File: src/include/ptr_pkg.sv
// Constants, types and helpers for the telemetry readout block.
// Assumes a 10 MHz system clock and 14-bit converter results.
package ptr_pkg;

   // ------------------------------------------------------------------
   // Timing
   // ------------------------------------------------------------------
   localparam int CLK_HZ             = 10_000_000;
   localparam int REFRESH_MS         = 100;
   localparam int REFRESH_CYCLES_DEF = REFRESH_MS * (CLK_HZ / 1000);

   // ------------------------------------------------------------------
   // Result format and command codes
   // ------------------------------------------------------------------
   localparam int          RESULT_W     = 14;
   localparam int          LOW_BYTE_MSB = 7;
   localparam int          HIGH_PAD_W   = 16 - RESULT_W;
   localparam logic [13:0] RESULT_RESET = 14'h0000;
   localparam logic [7:0]  CMD_SUPPLY_VOLT = 8'h2e;
   localparam logic [7:0]  CMD_CHAN_ONE    = 8'h30;
   localparam logic [7:0]  CMD_CHAN_TWO    = 8'h34;
   localparam logic [7:0]  CMD_CHAN_THREE  = 8'h38;
   localparam logic [7:0]  CMD_CHAN_FOUR   = 8'h3c;
   localparam logic [7:0]  UNMAPPED_BYTE   = 8'h00;

   // Host-side scale of one voltage count, in microvolts; 60 V full scale.
   localparam int VOLTAGE_LSB_WEIGHT_UV = 3662;
   localparam int VOLTAGE_FULL_SCALE_V  = 60;

   // ------------------------------------------------------------------
   // Serial link
   // ------------------------------------------------------------------
   localparam logic [6:0] TARGET_ADDR_DEF = 7'h20;
   localparam logic [3:0] BITS_PER_BYTE   = 4'h8;

   typedef struct packed {
      logic [13:0] supply_voltage_count;
      logic [13:0] chan_one_current_count;
      logic [13:0] chan_two_current_count;
      logic [13:0] chan_three_current_count;
      logic [13:0] chan_four_current_count;
   } ptr_results_s;

   typedef enum logic [3:0] {
      ST_IDLE, ST_ADDR, ST_ADDR_ACK, ST_CMD, ST_CMD_ACK,
      ST_RX_DATA, ST_RX_ACK, ST_TX, ST_TX_ACK, ST_TX_NEXT
   } ptr_link_state_e;

   // Selects the result addressed by a command code; unmapped gives zero.
   function automatic logic [13:0] ptr_lookup(input logic [7:0]   cmd,
                                              input ptr_results_s r);
      logic [13:0] v;
      v = RESULT_RESET;
      case (cmd)
         CMD_SUPPLY_VOLT: v = r.supply_voltage_count;
         CMD_CHAN_ONE:    v = r.chan_one_current_count;
         CMD_CHAN_TWO:    v = r.chan_two_current_count;
         CMD_CHAN_THREE:  v = r.chan_three_current_count;
         CMD_CHAN_FOUR:   v = r.chan_four_current_count;
         default:         v = RESULT_RESET;
      endcase
      return v;
   endfunction

   // True for command codes that address a result.
   function automatic logic ptr_mapped(input logic [7:0] cmd);
      return (cmd == CMD_SUPPLY_VOLT) || (cmd == CMD_CHAN_ONE) ||
             (cmd == CMD_CHAN_TWO) || (cmd == CMD_CHAN_THREE) ||
             (cmd == CMD_CHAN_FOUR);
   endfunction

endpackage

File: src/rtl/ptr_result_bank.sv
// Result registers refreshed from the converter buses on a slow tick.
// Assumes converter buses are synchronous to sys_clk and hold steady.
module ptr_result_bank
   import ptr_pkg::*;
#(
   parameter int REFRESH_CYCLES = REFRESH_CYCLES_DEF
) (
   // Clock and reset
   input  wire logic         sys_clk,
   input  wire logic         rst,
   // Converter side
   input  wire ptr_results_s conv_results,
   input  wire logic [3:0]   chan_powered,
   // Stored results
   output ptr_results_s      results,
   output logic              refresh_tick
);

   // ------------------------------------------------------------------
   // Refresh divider
   // ------------------------------------------------------------------
   logic [31:0]  div_q;
   logic [31:0]  div_d;
   logic         tick_d;
   logic         tick_q;
   ptr_results_s res_q;
   ptr_results_s res_d;

   always_comb begin
      tick_d = (div_q == 32'(REFRESH_CYCLES - 1));
      div_d  = tick_d ? 32'h0000_0000 : div_q + 32'h0000_0001;
   end

   // ------------------------------------------------------------------
   // Result capture
   // ------------------------------------------------------------------
   always_comb begin
      res_d = res_q;
      if (tick_d) begin // [RULE_11]
         res_d.supply_voltage_count = conv_results.supply_voltage_count;
         // An unpowered channel reports a zero count.
         res_d.chan_one_current_count = chan_powered[0] ?
            conv_results.chan_one_current_count : RESULT_RESET;
         res_d.chan_two_current_count = chan_powered[1] ?
            conv_results.chan_two_current_count : RESULT_RESET;
         res_d.chan_three_current_count = chan_powered[2] ?
            conv_results.chan_three_current_count : RESULT_RESET;
         res_d.chan_four_current_count = chan_powered[3] ?
            conv_results.chan_four_current_count : RESULT_RESET;
      end
   end

   always_ff @(posedge sys_clk or posedge rst) begin
      if (rst) begin
         div_q  <= 32'h0000_0000;
         tick_q <= 1'b0;
         res_q  <= '0; // [RULE_01]
      end else begin
         div_q  <= div_d;
         tick_q <= tick_d;
         res_q  <= res_d;
      end
   end

   assign results      = res_q;
   assign refresh_tick = tick_q;

endmodule

File: src/rtl/ptr_telemetry_readout.sv
// Read-only telemetry registers behind a two-wire management target.
// Assumes scl_in and sda_in are already synchronous to sys_clk and that
// the board resolves the open-drain data line from sda_oe.
//
// What this block does
// [RULE_01] Supply voltage is a 14-bit read-only count, zero after reset.
// [RULE_02] Supply voltage read is two bytes; host fetches both for full value.
// [RULE_03] Host scales voltage count by 3.662 mV per step, 60 V full scale.
// [RULE_04] Channel 1 current is read at command 30h, two bytes, read-only.
// [RULE_05] Channel 2 current is read at command 34h, two bytes, read-only.
// [RULE_06] Channel 3 current is read at command 38h, two bytes, read-only.
// [RULE_07] Channel 4 current is read at command 3Ch, two bytes, read-only.
// [RULE_08] Current results go low byte first, high byte second.
// [RULE_09] Low byte holds bits 7..0; high byte bits 13..8, top two zero.
// [RULE_10] Supply voltage is read at command 2Eh, low byte first.
// [RULE_11] Each result refreshes about every 100 ms; 14-bit while powered.
module ptr_telemetry_readout
   import ptr_pkg::*;
#(
   parameter int         REFRESH_CYCLES = REFRESH_CYCLES_DEF,
   parameter logic [6:0] TARGET_ADDR    = TARGET_ADDR_DEF
) (
   // Clock and reset
   input  wire logic         sys_clk,
   input  wire logic         rst,
   // Management link pins
   input  wire logic         scl_in,
   input  wire logic         sda_in,
   output logic              sda_out,
   output logic              sda_oe,
   // Converter result buses
   input  wire ptr_results_s conv_results,
   input  wire logic [3:0]   chan_powered,
   // Status
   output logic              refresh_tick,
   output logic              link_busy
);

   // ------------------------------------------------------------------
   // Result storage
   // ------------------------------------------------------------------
   ptr_results_s results;

   ptr_result_bank #(
      .REFRESH_CYCLES (REFRESH_CYCLES)
   ) u_bank (
      .sys_clk      (sys_clk),
      .rst          (rst),
      .conv_results (conv_results),
      .chan_powered (chan_powered),
      .results      (results),
      .refresh_tick (refresh_tick)
   );

   // ------------------------------------------------------------------
   // Link state
   // ------------------------------------------------------------------
   ptr_link_state_e state_q;
   ptr_link_state_e state_d;
   logic [7:0]      sr_q;
   logic [7:0]      sr_d;
   logic [3:0]      cnt_q;
   logic [3:0]      cnt_d;
   logic            rw_q;
   logic            rw_d;
   logic [7:0]      cmd_q;
   logic [7:0]      cmd_d;
   logic            byte_hi_q;
   logic            byte_hi_d;
   logic [13:0]     snap_q;
   logic [13:0]     snap_d;
   logic            oe_q;
   logic            oe_d;
   logic            scl_q;
   logic            sda_q;

   logic            scl_rise;
   logic            scl_fall;
   logic            start_det;
   logic            stop_det;
   logic [13:0]     sel_value;
   logic [7:0]      tx_byte;

   assign scl_rise  = scl_in & ~scl_q;
   assign scl_fall  = ~scl_in & scl_q;
   assign start_det = scl_in & scl_q & sda_q & ~sda_in;
   assign stop_det  = scl_in & scl_q & ~sda_q & sda_in;

   // ------------------------------------------------------------------
   // Byte to send
   // ------------------------------------------------------------------
   // The low byte snapshots the result so that both halves belong to the
   // same conversion even if a refresh lands between them.
   always_comb begin
      sel_value = ptr_lookup(cmd_q, results); // [RULE_04] [RULE_05]
      if (byte_hi_q) begin // [RULE_08] [RULE_10]
         tx_byte = {{HIGH_PAD_W{1'b0}}, snap_q[RESULT_W-1:8]}; // [RULE_09]
      end else begin
         tx_byte = sel_value[LOW_BYTE_MSB:0]; // [RULE_09]
      end
      if (!ptr_mapped(cmd_q)) begin // [RULE_06] [RULE_07]
         tx_byte = UNMAPPED_BYTE;
      end
   end

   // ------------------------------------------------------------------
   // Next-state logic
   // ------------------------------------------------------------------
   always_comb begin
      state_d   = state_q;
      sr_d      = sr_q;
      cnt_d     = cnt_q;
      rw_d      = rw_q;
      cmd_d     = cmd_q;
      byte_hi_d = byte_hi_q;
      snap_d    = snap_q;
      oe_d      = oe_q;
      if (stop_det) begin
         state_d = ST_IDLE;
         oe_d    = 1'b0;
      end else if (start_det) begin
         state_d = ST_ADDR;
         cnt_d   = 4'h0;
         oe_d    = 1'b0;
      end else begin
         case (state_q)
            ST_IDLE: begin
               oe_d = 1'b0;
            end
            ST_ADDR, ST_CMD, ST_RX_DATA: begin
               if (scl_rise) begin
                  sr_d  = {sr_q[6:0], sda_in};
                  cnt_d = cnt_q + 4'h1;
               end else if (scl_fall && cnt_q == BITS_PER_BYTE) begin
                  cnt_d = 4'h0;
                  oe_d  = 1'b1;
                  if (state_q == ST_ADDR) begin
                     if (sr_q[7:1] == TARGET_ADDR) begin
                        rw_d    = sr_q[0];
                        state_d = ST_ADDR_ACK;
                        // Every read starts on the low byte.
                        if (sr_q[0]) begin
                           byte_hi_d = 1'b0; // [RULE_08]
                        end
                     end else begin
                        oe_d    = 1'b0;
                        state_d = ST_IDLE;
                     end
                  end else if (state_q == ST_CMD) begin
                     cmd_d     = sr_q;
                     byte_hi_d = 1'b0;
                     state_d   = ST_CMD_ACK;
                  end else begin
                     // Written data is acknowledged and dropped.
                     state_d = ST_RX_ACK; // [RULE_01]
                  end
               end
            end
            ST_CMD_ACK, ST_RX_ACK: begin
               if (scl_fall) begin
                  oe_d    = 1'b0;
                  cnt_d   = 4'h0;
                  state_d = ST_RX_DATA;
               end
            end
            ST_ADDR_ACK, ST_TX_NEXT: begin
               if (scl_fall) begin
                  if (state_q == ST_ADDR_ACK && !rw_q) begin
                     oe_d    = 1'b0;
                     state_d = ST_CMD;
                  end else begin
                     if (!byte_hi_q) begin
                        snap_d = sel_value; // [RULE_02]
                     end
                     sr_d    = tx_byte;
                     oe_d    = ~tx_byte[7];
                     cnt_d   = 4'h0;
                     state_d = ST_TX;
                  end
               end
            end
            ST_TX: begin
               if (scl_rise) begin
                  cnt_d = cnt_q + 4'h1;
               end else if (scl_fall) begin
                  if (cnt_q == BITS_PER_BYTE) begin
                     oe_d      = 1'b0;
                     byte_hi_d = ~byte_hi_q; // [RULE_08] [RULE_10]
                     state_d   = ST_TX_ACK;
                  end else begin
                     sr_d = {sr_q[6:0], 1'b0};
                     oe_d = ~sr_q[6];
                  end
               end
            end
            ST_TX_ACK: begin
               if (scl_rise) begin
                  state_d = sda_in ? ST_IDLE : ST_TX_NEXT;
               end
            end
            default: begin
               state_d = ST_IDLE;
               oe_d    = 1'b0;
            end
         endcase
      end
   end

   // ------------------------------------------------------------------
   // Registers
   // ------------------------------------------------------------------
   always_ff @(posedge sys_clk or posedge rst) begin
      if (rst) begin
         state_q   <= ST_IDLE;
         sr_q      <= 8'h00;
         cnt_q     <= 4'h0;
         rw_q      <= 1'b0;
         cmd_q     <= 8'h00;
         byte_hi_q <= 1'b0;
         snap_q    <= RESULT_RESET;
         oe_q      <= 1'b0;
         scl_q     <= 1'b1;
         sda_q     <= 1'b1;
      end else begin
         state_q   <= state_d;
         sr_q      <= sr_d;
         cnt_q     <= cnt_d;
         rw_q      <= rw_d;
         cmd_q     <= cmd_d;
         byte_hi_q <= byte_hi_d;
         snap_q    <= snap_d;
         oe_q      <= oe_d;
         scl_q     <= scl_in;
         sda_q     <= sda_in;
      end
   end

   assign sda_out   = 1'b0;
   assign sda_oe    = oe_q;
   assign link_busy = (state_q != ST_IDLE);

endmodule

File: config.mk
export PLATFORM = sky130hd
export DESIGN_NAME = ptr_telemetry_readout
export DESIGN_NICKNAME = d
export VERILOG_FILES = /design/src/include/ptr_pkg.sv /design/src/rtl/ptr_result_bank.sv /design/src/rtl/ptr_telemetry_readout.sv
export SDC_FILE = /design/constraint.sdc
export NUM_CORES = 1
export LEC_CHECK = 0
export BUFFER_PORTS_ARGS = -buffer_cell sky130_fd_sc_hd__buf_2
export CORE_ASPECT_RATIO = 1.1
export CORE_MARGIN = 3
export CORE_UTILIZATION = 30
export DETAILED_ROUTE_END_ITERATION = 10
export PLACE_DENSITY = 0.56
export SLEW_MARGIN = 20
export SYNTH_ARGS = -nofsm -noshare
export SYNTH_HDL_FRONTEND = slang
export SYNTH_SLANG_ARGS = --single-unit
File: constraint.sdc
create_clock -name sys_clk -period 7.9 [get_ports sys_clk]
set_input_delay 1.58 -clock sys_clk [delete_from_list [all_inputs] [get_ports sys_clk]]
set_output_delay 1.58 -clock sys_clk [all_outputs]
set_load 0.005 [all_outputs]
==> flow_summary.json <==
{
  "n_fill_cell": 2312,
  "fin_hold_ws_ns": 0.4622,
  "yosysMostFrequentCell": "nand2_1",
  "async_flop_share_pct": 100.0,
  "ctsResizeCount": 0,
  "hpwl_um": 12590,
  "clk_pin_slew_ns": 0.06,
  "skew_ns": 0.01313,
  "yosysTopAreaCell": "dfrtp_1",
  "cp_slowest_cell": "dfrtp_1",
  "fin_crit_ns": 3.452,
  "power_uw": 1881,
  "synth_edf_count": 0,
  "endpoint_kind": "primary output",
  "required_ns": 6.32,
  "stdcell_count": 1102,
  "dr.pass1.iters": 5,
  "pwr-share-comb_pct": 16.6,
  "yosysWarnings": 0,
  "portBuffers": 80,
  "die_x_um": 151.5,
  "synthTopCellsByCount": "190 x nand2_1, 136 x dfrtp_1, 76 x nand3_1",
  "rsz0062_at_grt": "no",
  "hold_viol_final": 0,
  "worstPathMaxFanout": 20,
  "synthFlopType": "dfrtp_1",
  "row_count": 57,
  "synthDistinctLibCells": 70,
  "initial_core_util_pct": 31.08,
  "clock.fmax_ghz": 0.2897,
  "gp_congestion": 0.8295,
  "root_buffer": "clkbuf_16",
  "area_growth_pct": 15.59,
  "power.share.clock_pct": 39.1,
  "hold_path.class": "register to register",
  "grt_pass1_wl_um": 28970,
  "worstMarginPinSlew_ns": 0.9287,
  "max_cap_viol_count": 0,
  "cts_buffers": 17,
  "num_vias": 5491,
  "grt-ovfl-total": 0,
  "final_area_sq_um": 8071,
  "status": "completed",
  "drt-initial-drc-count": 400,
  "cts.sinks": 138,
  "cp_slowest_stage_delay_ns": 0.79,
  "cp_num_buf_inv": 2,
  "yosysTopAreaCellShare_pct": 48.74,
  "routed_wl_um": 17900,
  "crit_type": "register to primary output",
  "antenna_found_initial": 0,
  "syn-num-nets": 815,
  "grt_max_degree": 73,
  "p_int_uw": 1299,
  "core-area_sq_um": 22470,
  "cp-start-kind": "register",
  "finalSetupViolations": 0,
  "ios": 82,
  "tns_ns": 0,
  "dp_cells": 1070,
  "cts_buffer_depth": 2,
  "yosysSeqAreaShare_pct": 49.49,
  "period_share_pct": 43.70,
  "cts_setup_buffers": 0,
  "ir_drop_mv": 0.1266,
  "crit_chain": "inv_1 > nand3_1 > buf_2",
  "netlist_instances": 734,
  "hold_buffers": 0,
  "vias_per_cell": 4.983,
  "die_y_um": 166.0,
  "synth.ff_latch_count": 138,
  "drt-wirelength-per-cell_um": 16.24,
  "maxSlewViolCount": 0,
  "placed_area_sq_um": 7532,
  "antenna_cells_inserted": 0,
  "multi_input_area_sq_um": 3249,
  "seqPwrFrac_pct": 44.3,
  "synth_area_leaders": "dfrtp_1 49%, nand2_1 10%, nand3_1 5.4%, mux2_2 4.5%, xnor2_1 2.5%",
  "die_area_sq_um": 25150,
  "fin_nets": 875,
  "drive_above_1_share_pct": 20.20,
  "synth.avg_cell_area_sq_um": 9.514,
  "grt_pass1_vias": 5396,
  "power.density_nw_per_um2": 233.0,
  "cp_top_family": "flip-flops",
  "regArea_sq_um": 3456,
  "p_sw_share_pct": 30.92,
  "p_leak_uw": 0.003486,
  "worstPathArrival_ns": 1.87,
  "ant_nets": 0,
  "grt_use_total_pct": 14.59,
  "p_sw_uw": 581.5,
  "clock_latency_ns": 0.42,
  "cts_tree": "done",
  "relSlewSlack_pct": 38.09,
  "route.detailed.drc": 0,
  "h-tree-depth": 4,
  "synth_area_sq_um": 6983
}
-- final cells by class --
cell class / count / share of cell area (%)
multi-input cells: 547 / 40.26
flip-flops and latches: 138 / 42.82
clock buffers: 21 / 5.581
repair buffers: 84 / 5.333
clock inverters: 11 / 1.101
inverters: 6 / 0.3410
well taps: 295 / 4.573
-- worst paths after layout --
path                            slack [ns]  cells after the start                            from                              to
max in group asynchronous             5.25                      3                             rst          state_q[2]$_DFFE_PP0P_
worst max-delay path                  4.45                      3          state_q[0]$_DFFE_PP0P_                       link_busy
worst min register to register        0.46                      2  u_bank.results[43]$_DFFE_PP0P_  u_bank.results[43]$_DFFE_PP0P_
worst max register to register        5.10                      8       u_bank.div_q[0]$_DFF_PP0_  u_bank.results[10]$_DFFE_PP0P_
worst min-delay path                  0.46                      2  u_bank.results[43]$_DFFE_PP0P_  u_bank.results[43]$_DFFE_PP0P_
min in group asynchronous             1.24                      2                             rst  u_bank.results[53]$_DFFE_PP0P_
-- cells by family (layout without fill, tap and decap cells) --
family / Yosys count / count (layout) / share of synthesized area, %
simple gates: 387 / 387 / 26.59
buf+inv: 49 / 122 / 4.085
other cells: 1 / 1 / 0.05370
mux: 35 / 35 / 5.698
flops: 138 / 138 / 49.49
compound gates: 89 / 89 / 9.533
xor+xnor: 32 / 32 / 4.014
fa+ha+maj: 3 / 3 / 0.5376
-- worst register-to-register path: stages (launching register included) --
cell and delay, ns:
dfrtp_1 0.41, ha_1 0.23, and2_1 0.15, and2_1 0.20
nand2_1 0.14, nor3_4 0.66, buf_4 0.64, nand3_1 0.21
nand2_1 0.10
-- stage by stage --
step / util (%) / worst slack [ns]
CTS: 35.93 / 4.468
global route: 35.93 / 4.341
global placement: 33.53 / 4.582
detailed placement: 33.53 / 4.574
floorplan: - / 2.627
finish: 35.93 / 4.448
-- per-layer routing --
layer	track usage, %	vias up	share of wire [%]
met5	0	-	0
met4	3.549	0	0.95
met3	2.729	10	4.8
met2	22.49	146	47
met1	21.16	2664	47
li1	-	2671	-
-- power by group through the flow --
stage	Clock (uW)	Combinational (uW)	Sequential, uW
floorplan	0	293	793
CTS	748	314	832
global placement	0	309	846
detailed placement	0	314	844
finish	735	313	833
global route	788	355	842
-- state kept, by name (all words and copies together) (netlist names) --
register and count:
cmd_q 8, sda_oe 1, u_bank.refresh_tick 1, snap_q 6, u_bank.div_q 32, scl_q 1
rw_q 1, state_q 4, sda_q 1, sr_q 8, u_bank.results 70, byte_hi_q 1
cnt_q 4
-- placed cells by master, fill, tap and decap left out, types with 6 or more instances in the layout --
master	count
a21oi_1	15
a222oi_1	8
and2_1	7
and3_1	12
and4_1	6
buf_2	80
clkbuf_16	17
dfrtp_1	136
mux2_2	28
mux2i_1	6
nand2_1	190
nand3_1	76
nor2_1	41
nor3_1	8
o21ai_0	22
xnor2_1	20
xor2_1	12
Note: power is estimated with default switching activity, not from simulation.
